[config.mk]
export PLATFORM = sky130hd
export DESIGN_NAME = gpio_ports_abc_pullup
export DESIGN_NICKNAME = d
export VERILOG_FILES = /design/src/include/gpio_abc_pkg.sv /design/src/hw/port_pin_slice.sv /design/src/hw/gpio_ports_abc_pullup.sv
export SDC_FILE = /design/constraint.sdc
export NUM_CORES = 1
export LEC_CHECK = 0
export BUFFER_PORTS_ARGS = -buffer_cell sky130_fd_sc_hd__buf_2
export CAP_MARGIN = 40
export CORE_MARGIN = 2
export CORE_UTILIZATION = 46
export DETAILED_ROUTE_END_ITERATION = 8
export GPL_TIMING_DRIVEN = 0
export PLACE_DENSITY = 0.81
export SLEW_MARGIN = 20
export SYNTH_ARGS = -nofsm -noshare
export SYNTH_HDL_FRONTEND = slang
export SYNTH_SLANG_ARGS = --single-unit
[constraint.sdc]
create_clock -name clk_i -period 2.3 [get_ports clk_i]
set_input_delay 0 -clock clk_i [delete_from_list [all_inputs] [get_ports clk_i]]
set_output_delay 0 -clock clk_i [all_outputs]
set_load 0.01 [all_outputs]
[src/include/gpio_abc_pkg.sv]
package gpio_abc_pkg;

    // ==========================================================
    // widths
    localparam int unsigned PA_W    = 6;
    localparam int unsigned PB_W    = 8;
    localparam int unsigned PC_W    = 4;
    localparam int unsigned REG_W   = 8;
    localparam int unsigned WB_DW   = 32;
    localparam int unsigned WB_AW   = 8;

    // ==========================================================
    // register indices; byte address is four times the index
    localparam logic [3:0] IDX_PA_DATA = 4'h0;
    localparam logic [3:0] IDX_PB_DATA = 4'h1;
    localparam logic [3:0] IDX_PC_DATA = 4'h2;
    localparam logic [3:0] IDX_PA_DIR  = 4'h4;
    localparam logic [3:0] IDX_PB_DIR  = 4'h5;
    localparam logic [3:0] IDX_PC_DIR  = 4'h6;
    localparam logic [3:0] IDX_PA_PUE  = 4'h8;
    localparam logic [3:0] IDX_PB_PUE  = 4'h9;

    // ==========================================================
    // field positions and masks
    localparam int unsigned PA_IN_ONLY_BIT = 2;
    localparam int unsigned PA_CLK_PIN_BIT = 4;
    localparam int unsigned OSC_SEL_BIT    = 7;
    localparam int unsigned PC_IN_ONLY_BIT = 3;
    localparam logic [PA_W-1:0] PA_WR_MASK = 6'h3b;
    localparam logic [2:0]      PC_WR_MASK = 3'h7;

    // ==========================================================
    // reset values
    localparam logic [REG_W-1:0] DIR_RST = 8'h00;
    localparam logic [REG_W-1:0] PUE_RST = 8'h00;

endpackage : gpio_abc_pkg

[src/hw/port_pin_slice.sv]
`timescale 1ns/1ps
module port_pin_slice
    import gpio_abc_pkg::*;
#(
    parameter int unsigned W = 8
)
(
    input  wire logic [W-1:0] dir_i,
    input  wire logic [W-1:0] latch_i,
    input  wire logic [W-1:0] pue_i,
    input  wire logic [W-1:0] pin_i,
    output logic      [W-1:0] rd_o,
    output logic      [W-1:0] pullup_o
);

    // ==========================================================
    // read mux and pullup gating per pin
    // driven pins read back the latch, inputs read the live level
    assign rd_o     = (dir_i & latch_i) | (~dir_i & pin_i);
    // pullup is cut the moment a pin turns output, whatever its enable
    assign pullup_o = pue_i & ~dir_i;

endmodule : port_pin_slice

[src/hw/gpio_ports_abc_pullup.sv]
// The Wishbone slave port was chosen for this implementation.
`timescale 1ns/1ps
module gpio_ports_abc_pullup
    import gpio_abc_pkg::*;
(
    input  wire logic             clk_i,
    input  wire logic             rst_i,
    // classic wishbone slave
    input  wire logic             cyc_i,
    input  wire logic             stb_i,
    input  wire logic             we_i,
    input  wire logic [WB_AW-1:0] adr_i,
    input  wire logic [3:0]       sel_i,
    input  wire logic [WB_DW-1:0] dat_i,
    output logic      [WB_DW-1:0] dat_o,
    output logic                  ack_o,
    // oscillator context
    input  wire logic             osc_internal_i,
    input  wire logic             quad_bus_clock_i,
    // port a pins
    input  wire logic [PA_W-1:0]  port_a_in_i,
    output logic      [PA_W-1:0]  port_a_out_o,
    output logic      [PA_W-1:0]  port_a_oe_o,
    output logic      [PA_W-1:0]  port_a_pullup_o,
    // port b pins
    input  wire logic [PB_W-1:0]  port_b_in_i,
    output logic      [PB_W-1:0]  port_b_out_o,
    output logic      [PB_W-1:0]  port_b_oe_o,
    output logic      [PB_W-1:0]  port_b_pullup_o,
    // port c pins
    input  wire logic [PC_W-1:0]  port_c_in_i,
    output logic      [PC_W-1:0]  port_c_out_o,
    output logic      [PC_W-1:0]  port_c_oe_o
);

    // ==========================================================
    // storage
    logic [PA_W-1:0]  port_a_data_ff;
    logic [PB_W-1:0]  port_b_data_ff;
    logic [2:0]       port_c_data_ff;
    logic [PA_W-1:0]  port_a_direction_ff;
    logic [PB_W-1:0]  port_b_direction_ff;
    logic [2:0]       port_c_direction_ff;
    logic [PA_W-1:0]  port_a_pullup_enable_ff;
    logic             osc_pin_clock_out_select_ff;
    logic [PB_W-1:0]  port_b_pullup_enable_ff;
    logic             ack_ff;
    logic [WB_DW-1:0] dat_ff;

    // ==========================================================
    // bus decode
    logic [3:0]       reg_idx;
    logic             adr_ok;
    logic             req;
    logic             wr_lane0;
    logic             hit_pa_data;
    logic             hit_pb_data;
    logic             hit_pc_data;
    logic             hit_pa_dir;
    logic             hit_pb_dir;
    logic             hit_pc_dir;
    logic             hit_pa_pue;
    logic             hit_pb_pue;
    logic [REG_W-1:0] wr_byte;

    // word-aligned decode; upper address bits must be zero
    assign reg_idx     = adr_i[5:2];
    assign adr_ok      = (adr_i[WB_AW-1:6] == 2'h0);
    assign req         = cyc_i & stb_i;
    // writes land on the edge where ack is seen, lane 0 only
    assign wr_lane0    = req & we_i & ack_ff & sel_i[0];
    assign wr_byte     = dat_i[REG_W-1:0];
    assign hit_pa_data = wr_lane0 & adr_ok & (reg_idx == IDX_PA_DATA);
    assign hit_pb_data = wr_lane0 & adr_ok & (reg_idx == IDX_PB_DATA);
    assign hit_pc_data = wr_lane0 & adr_ok & (reg_idx == IDX_PC_DATA);
    assign hit_pa_dir  = wr_lane0 & adr_ok & (reg_idx == IDX_PA_DIR);
    assign hit_pb_dir  = wr_lane0 & adr_ok & (reg_idx == IDX_PB_DIR);
    assign hit_pc_dir  = wr_lane0 & adr_ok & (reg_idx == IDX_PC_DIR);
    assign hit_pa_pue  = wr_lane0 & adr_ok & (reg_idx == IDX_PA_PUE);
    assign hit_pb_pue  = wr_lane0 & adr_ok & (reg_idx == IDX_PB_PUE);

    // ==========================================================
    // effective pin configuration
    logic             clk_out_on;
    logic [PA_W-1:0]  pa_dir_eff;
    logic [PA_W-1:0]  pa_pue_eff;
    logic [PA_W-1:0]  pa_rd;
    logic [PA_W-1:0]  pa_pull;
    logic [PB_W-1:0]  pb_rd;
    logic [PC_W-1:0]  pc_dir_eff;
    logic [PC_W-1:0]  pc_latch;
    logic [PC_W-1:0]  pc_rd;
    logic [PC_W-1:0]  pc_pull_unused;

    // the select only counts while the internal or rc source runs
    assign clk_out_on = osc_pin_clock_out_select_ff & osc_internal_i;
    // clock-out mode takes the pin away from general i/o and its pullup
    assign pa_dir_eff = port_a_direction_ff
                      | (clk_out_on ? 6'h10 : 6'h00);
    assign pa_pue_eff = port_a_pullup_enable_ff
                      & (clk_out_on ? 6'h2f : 6'h3f);
    // bit 3 of port c never drives
    assign pc_dir_eff = {1'b0, port_c_direction_ff};
    assign pc_latch   = {1'b0, port_c_data_ff};

    port_pin_slice #(.W(PA_W)) u_port_a
    (
        .dir_i    (pa_dir_eff),
        .latch_i  (port_a_data_ff),
        .pue_i    (pa_pue_eff),
        .pin_i    (port_a_in_i),
        .rd_o     (pa_rd),
        .pullup_o (pa_pull)
    );

    port_pin_slice #(.W(PB_W)) u_port_b
    (
        .dir_i    (port_b_direction_ff),
        .latch_i  (port_b_data_ff),
        .pue_i    (port_b_pullup_enable_ff),
        .pin_i    (port_b_in_i),
        .rd_o     (pb_rd),
        .pullup_o (port_b_pullup_o)
    );

    // port c has no pullups; only the read mux is used here
    port_pin_slice #(.W(PC_W)) u_port_c
    (
        .dir_i    (pc_dir_eff),
        .latch_i  (pc_latch),
        .pue_i    (4'h0),
        .pin_i    (port_c_in_i),
        .rd_o     (pc_rd),
        .pullup_o (pc_pull_unused)
    );

    // ==========================================================
    // pin drive
    // the clock path is combinational: a flop would halve it
    assign port_a_out_o    = clk_out_on
                           ? ((port_a_data_ff & 6'h2f)
                             | {1'b0, quad_bus_clock_i, 4'h0})
                           : port_a_data_ff;
    assign port_a_oe_o     = pa_dir_eff;
    assign port_a_pullup_o = pa_pull;
    assign port_b_out_o    = port_b_data_ff;
    assign port_b_oe_o     = port_b_direction_ff;
    assign port_c_out_o    = pc_latch;
    assign port_c_oe_o     = pc_dir_eff;

    // ==========================================================
    // read data mux
    logic [REG_W-1:0] rd_byte;

    // unmapped offsets and unused bit positions read as zero
    assign rd_byte =
        !adr_ok                   ? 8'h00 :
        reg_idx == IDX_PA_DATA    ? {2'h0, pa_rd} :
        reg_idx == IDX_PB_DATA    ? pb_rd :
        reg_idx == IDX_PC_DATA    ? {4'h0, pc_rd} :
        reg_idx == IDX_PA_DIR     ? {2'h0, port_a_direction_ff} :
        reg_idx == IDX_PB_DIR     ? port_b_direction_ff :
        reg_idx == IDX_PC_DIR     ? {5'h00, port_c_direction_ff} :
        reg_idx == IDX_PA_PUE     ? {osc_pin_clock_out_select_ff, 1'b0,
                                     port_a_pullup_enable_ff} :
        reg_idx == IDX_PB_PUE     ? port_b_pullup_enable_ff :
                                    8'h00;

    // ==========================================================
    // bus handshake: ack one cycle after the strobe, then drop
    always_ff @(posedge clk_i)
    begin
        if (rst_i)
        begin
            ack_ff <= 1'b0;
            dat_ff <= '0;
        end
        else
        begin
            ack_ff <= req & ~ack_ff;
            dat_ff <= {24'h000000, rd_byte};
        end
    end

    assign ack_o = ack_ff;
    assign dat_o = dat_ff;

    // ==========================================================
    // data latches: no reset, written whatever the direction
    always_ff @(posedge clk_i)
    begin
        if (hit_pa_data)
        begin
            // bit 2 is read-only and keeps its old value
            port_a_data_ff <= (wr_byte[PA_W-1:0] & PA_WR_MASK)
                            | (port_a_data_ff & ~PA_WR_MASK);
        end
        if (hit_pb_data)
        begin
            port_b_data_ff <= wr_byte;
        end
        if (hit_pc_data)
        begin
            port_c_data_ff <= wr_byte[2:0] & PC_WR_MASK;
        end
    end

    // ==========================================================
    // direction registers, cleared to all-input by reset
    always_ff @(posedge clk_i)
    begin
        if (rst_i)
        begin
            port_a_direction_ff <= DIR_RST[PA_W-1:0];
            port_b_direction_ff <= DIR_RST;
            port_c_direction_ff <= DIR_RST[2:0];
        end
        else
        begin
            if (hit_pa_dir)
            begin
                port_a_direction_ff <= wr_byte[PA_W-1:0] & PA_WR_MASK;
            end
            if (hit_pb_dir)
            begin
                port_b_direction_ff <= wr_byte;
            end
            if (hit_pc_dir)
            begin
                port_c_direction_ff <= wr_byte[2:0];
            end
        end
    end

    // ==========================================================
    // pullup enables and the clock-out select
    always_ff @(posedge clk_i)
    begin
        if (rst_i)
        begin
            port_a_pullup_enable_ff     <= PUE_RST[PA_W-1:0];
            osc_pin_clock_out_select_ff <= PUE_RST[OSC_SEL_BIT];
            port_b_pullup_enable_ff     <= PUE_RST;
        end
        else
        begin
            if (hit_pa_pue)
            begin
                port_a_pullup_enable_ff     <= wr_byte[PA_W-1:0];
                osc_pin_clock_out_select_ff <= wr_byte[OSC_SEL_BIT];
            end
            if (hit_pb_pue)
            begin
                port_b_pullup_enable_ff <= wr_byte;
            end
        end
    end
endmodule : gpio_ports_abc_pullup

# Word-level counts from Yosys, hierarchy flattened
# Cells that the tools add are included.
[classes]
n_eq_ne = 7
n_mux = 11
bitwise_logic = 35
reduce_logical = 4
[ops]
columns = ["cell", "n"]
rows = [
  ["2-to-1 mux 8 bit", 8],
  ["AND 6 bit", 4],
  ["AND 8 bit", 3],
  ["AND 1 bit", 15],
  ["== test 4 x 3 -> 1 bit (second input constant)", 3],
  ["OR 6 x 5 -> 6 bit", 2],
  ["2-to-1 mux 5 bit", 2],
  ["== test 4 bit (second input constant)", 2],
  ["inverter 8 bit", 1],
  ["OR 8 bit", 1],
  ["2-to-1 mux 6 bit", 1],
  ["inverter 6 bit", 1],
  ["OR 6 x 3 -> 6 bit", 1],
  ["OR 6 bit", 1],
  ["AND 4 bit", 1],
  ["== test 4 x 1 -> 1 bit (second input constant)", 1],
  ["== test 4 x 2 -> 1 bit (second input constant)", 1],
  ["zero test 4 bit", 1],
  ["inverter 3 -> 4 bit", 1],
  ["OR 4 bit", 1],
  ["AND 3 bit", 1],
  ["OR reduction 3 bit", 1],
  ["zero test 2 bit", 1],
  ["inverter 1 bit", 2],
  ["OR reduction 2 bit", 1],
]
[word_totals]
regBits = 81
input_bits = 69
out_inout_bits = 83
word_cells = 70

# Longest topological paths before layout
[depth]
word_depth = 9
depth_mapped = 7

# Cells and area by module
# From an unflattened synthesis, not the netlist that was laid out.
[hier_totals]
cells_unflattened = 317
area_unflattened_um2 = 3308.2
[modules_own_cells]
columns = ["mod", "instances", "cells_each", "area_per_inst_um2", "seq_area_each_um2"]
rows = [
  ["gpio_ports_abc_pullup", 1, 281, 2880.3, 1281.2],
  ["port_pin_slice at u_port_b", 1, 16, 190.2, 0.0],
  ["port_pin_slice at u_port_a", 1, 12, 142.6, 0.0],
  ["port_pin_slice at u_port_c", 1, 8, 95.1, 0.0],
]

# Worst setup path after synthesis
# OpenSTA, ideal clock, no wires.
[synth_path]
path_type = "reg2reg"
start = "register ack_ff, in the netlist ack_o"
end = "register port_b_data_ff[0], in the netlist port_b_out_o[0] (enable)"
setup_ns = 0.370
arrival_ns = 1.405
setup_slack_ns = 0.525
stages_incl_launch_ff = 4
synth_period_minus_slack_ns = 1.775
cell_sequence = "dfxtp_1 > nand3_1 > or4_4 > nor2_1"
[synth_between]
elab_chain_len = 4
[synth_lines]
columns = ["item", "line_no", "rtl"]
rows = [
  ["from (decl)", "gpio_ports_abc_pullup.sv:47", "logic ack_ff;"],
  ["from (signal assigned)", "gpio_ports_abc_pullup.sv:180", "ack_ff <= req & ~ack_ff;"],
  ["AND 1 bit (2 in series)", "gpio_ports_abc_pullup.sv:71", "assign wr_lane0 = req & we_i & ack_ff & sel_i[0];"],
  ["AND 1 bit (2 in series)", "gpio_ports_abc_pullup.sv:74", "assign hit_pb_data = wr_lane0 & adr_ok & (reg_idx == IDX_PB_DATA);"],
  ["net hit_pb_data", "gpio_ports_abc_pullup.sv:57", "logic hit_pb_data;"],
  ["to (signal assigned)", "gpio_ports_abc_pullup.sv:200", "port_b_data_ff <= wr_byte;"],
  ["to (decl)", "gpio_ports_abc_pullup.sv:39", "logic [PB_W-1:0] port_b_data_ff;"],
]
# The timed path passes the listed nets, and every way through them passes these cells.
# A chain may end at the register's enable or synchronous reset.

# Final worst setup path
[layout_path]
start = "register ack_ff, in the netlist ack_o"
end = "register port_b_data_ff[7], in the netlist port_b_out_o[7] (enable)"
# Same word-level chain as after synthesis.

==> impl_summary.txt <==
----------------------------------------------------
[Run status]
  Outcome ... finished clean

[STA]
  Relative max-transition margin ... 0.483
  Highest attainable clock frequency ... 0.497 GHz
  Share of the cycle needed by the critical path after routing ... 0.874
  Aggregate negative setup slack ... 0 ns
  Unrepaired setup endpoints after global routing ... false
  Final setup viols ... 0
  Count of pins over their slew limit ... 0
  Post-route minimum period ... 2.01 ns
  Worst clock skew on the final layout ... around 0.0033 ns
  Final hold violations ... 0
  Transition time of the tightest slew-check pin ... between 0.7 and 0.8 ns

[Route]
  DRC violations left ... 0
  Ratio of routed vias to standard cells ... around 5.2
  Total wire length ... approximately 8600 um
  Number of nets with antenna violations after detailed routing ... 0
  Vias ... around 2800
  Iteration-0 DRC Markers ... ~260
  First-pass iteration count of the detailed router ... 5
  Detailed-route wire length per cell ... 16.1 um

[GRT]
  Total global routing track utilization ... 0.239
  First-pass GRT wire length ... about 13000 um
  Largest net degree at the start of global routing ... 17
  Vias in the first global route ... 2562
  Congestion Overflow GR ... 0
  Number of antenna violations at the first check in global routing ... 0

[Yosys]
  Synth async-reset ratio ... 0
  Ys flop type ... dfxtp_1
  Fraction of the yosys area taken by sequential cells ... 0.433
  Number of unique standard cell types used by synthesis ... 48
  Flip-flop and latch count after synthesis ... 56
  Number of synthesized flops with an enable pin ... 16
  Post-synthesis instance total ... ~320
  Syn_area_per_cell ... 9.31 sq um
  Netlist area before placement ... about 3000 sq um
  Synth warnings ... 0

[Power and ir drop]
  Largest voltage drop on the vdd net ... approximately 0.00034 V
  Share of power burned in combinational logic ... 0.123
  Pleak ... about 0.0018 uW
  P_sw ... ~460 uW
  Share of total power consumed by net switching ... 0.241
  Internal ... between 1000 and 1500 uW
  Clock group share of total power ... 0.340
  Power per cell area ... ~500 nW/um^2
  Sequential share of power ... 0.536

[Die]
  Area enclosed by the die boundary ... approximately 7000 sq um
  Boundary pin count ... 152
  Height of the die ... between 80 and 90 um
  Horiz. Die Dim ... 84.2 um
  Effective utilization at floorplan ... 0.471
  FP Rows ... 29
  Core area ... 6280 sq um

[Worst setup path]
  Required @ worst endpoint ... 2.33 ns
  Max Fanout on Critical Path ... 5
  Capturing element type of the critical path ... register
  Reg2reg start ... ack_o
  Signal arrival time at the worst endpoint ... 2.04 ns
  Startpoint-to-endpoint class of the critical path ... register to register
  Crit path launch type ... register
  Beginning of the critical path ... ack_o

[Placed design]
  HPWL after detailed placement ... about 6300 um
  Placed cell area ... about 3600 sq um
  Placer Congestion ... approximately 0.92
  Buffers on Ports ... a little over 90

[Clocking]
  Sinks on Clock Net ... 56
  Clock-pin transition on the worst setup and hold timing paths ... 0.10 ns
  CTS tree ... done
  Clock Root Buffer ... clkbuf_8
  Post_cts resized ... 0
  Number of setup buffers added after CTS ... 0
  Number of CTS-inserted buffers ... 5
  Level count of the clock H-tree ... 2
  # hold bufs at CTS ... 9
  Worst-Skew Late Latency ... around 0.31 ns
  Clock Path Buffers ... 2

[Hold path]
  Min-Delay Path Class ... input pin to register
  Hold Crit Start ... stb_i

[Layout]
  Growth of design area from synthesis to finish ... 29.2%
  Count of antenna diodes in the layout ... 0
  Final net count ... approximately 520
  Most common library cell in the layout ignoring fill and taps ... buf_2
  Final Cell Area ... approximately 3800 sq um
  Most frequent cells in the layout ... buf_2 (101), dfxtp_1 (40), buf_4 (38), mux2i_1 (35), nor2_1 (34)
  Fill cell total of the finished layout ... around 580
  Share of final-layout standard cells stronger than drive strength 1 ... 0.341

[Job]
  Max-cap violations ... 0

----------------------------------------------------
[layer usage]
metal | GRT usage | share of wire | vias to the layer above
li1 | - | - | 1331
met1 | 0.321 | 0.43 | 1278
met2 | 0.386 | 0.48 | 134
met3 | 0.0492 | 0.084 | 12
met4 | 0.0792 | 0.014 | 0
met5 | 0 | 0 | -
[logic make-up after synthesis]
family          Yosys count  synth area share
flops                    56             0.433
simple gates            105             0.183
compound gates           61             0.130
mux                      38             0.130
other cells               1           0.00127
buf+inv                  57             0.123
[state kept, by name, summed over array words and instances, names as in the netlist, 3 cells and up]
signal                   count
port_b_pullup_enable_ff      8
port_a_pullup_enable_ff      6
dat_o                        8
port_a_direction_ff          5
port_c_direction_ff          3
port_b_out_o                 8
port_b_oe_o                  8
port_c_data_ff               3
port_a_data_ff               5
[cells in the mapped netlist, drive strengths merged (3+ instances only)]
master  instances  share of area
buf            48           0.11
dfxtp          40           0.27
mux2i          35           0.12
nor2           34          0.043
a21oi          27          0.047
nand2          27          0.034
edfxtp         16           0.16
nor2b          15          0.032
o21ai          10          0.017
nand3           6          0.012
nor3            6          0.018
inv             5         0.0063
nand2b          5          0.011
a32oi           4          0.012
clkbuf          4         0.0055
o22ai           4         0.0085
mux2            3          0.011
nor4            3          0.011
[power by group through the flow]
| stage | logic (uW) | registers (uW) | clock network [uW] |
|---|---|---|---|
| after CTS | 228 | 1020 | 652 |
| final | 234 | 1020 | 645 |
| after global routing | 254 | 1020 | 690 |
| after floorplan | 137 | 1040 | 0 |
| after detailed placement | 216 | 1040 | 0 |
| after global placement | 215 | 1040 | 0 |
[final timing paths]
| kind | slack (ns) | cells past startpoint | end |
|---|---|---|---|
| setup / recovery | 0.29 | 4 | port_b_out_o[7] |
| hold reg to reg | 0.46 | 1 | ack_o |
| hold / removal | 0.02 | 3 | ack_o |
| setup reg to reg | 0.29 | 4 | port_b_out_o[7] |
[worst max-delay path: stages (launching register included)]
cell,delay (ns)
dfxtp_1,0.36
nand3_1,0.14
or4_4,0.51
nor2_1,0.44
buf_4,0.27
[stage by stage]
stage,setup WS [ns],util,hold slack (ns),power (uW),std cells
final,0.289,0.609,0.0221,1890,532
after global routing,0.214,0.609,0.0271,1960,532
after CTS,0.307,0.609,0.0228,1900,532
after detailed placement,0.355,0.577,0.225,1250,515
after global placement,0.136,0.576,0.210,1250,514
after floorplan,0.525,-,0.0989,1180,345
[cell type report]
cell class / instances / area, sq um / area share
multi-input combinational: 232 / 1410 / 0.370
timing repair buffer: 102 / 558 / 0.146
buffer: 52 / 347 / 0.0907
sequential: 56 / 1280 / 0.335
tap: 77 / 96.3 / 0.0252
inverter: 5 / 18.8 / 0.00491
clock buffer: 6 / 72.6 / 0.0190
clock inverter: 2 / 35.0 / 0.00917
(Power assumes the default switching activity.)
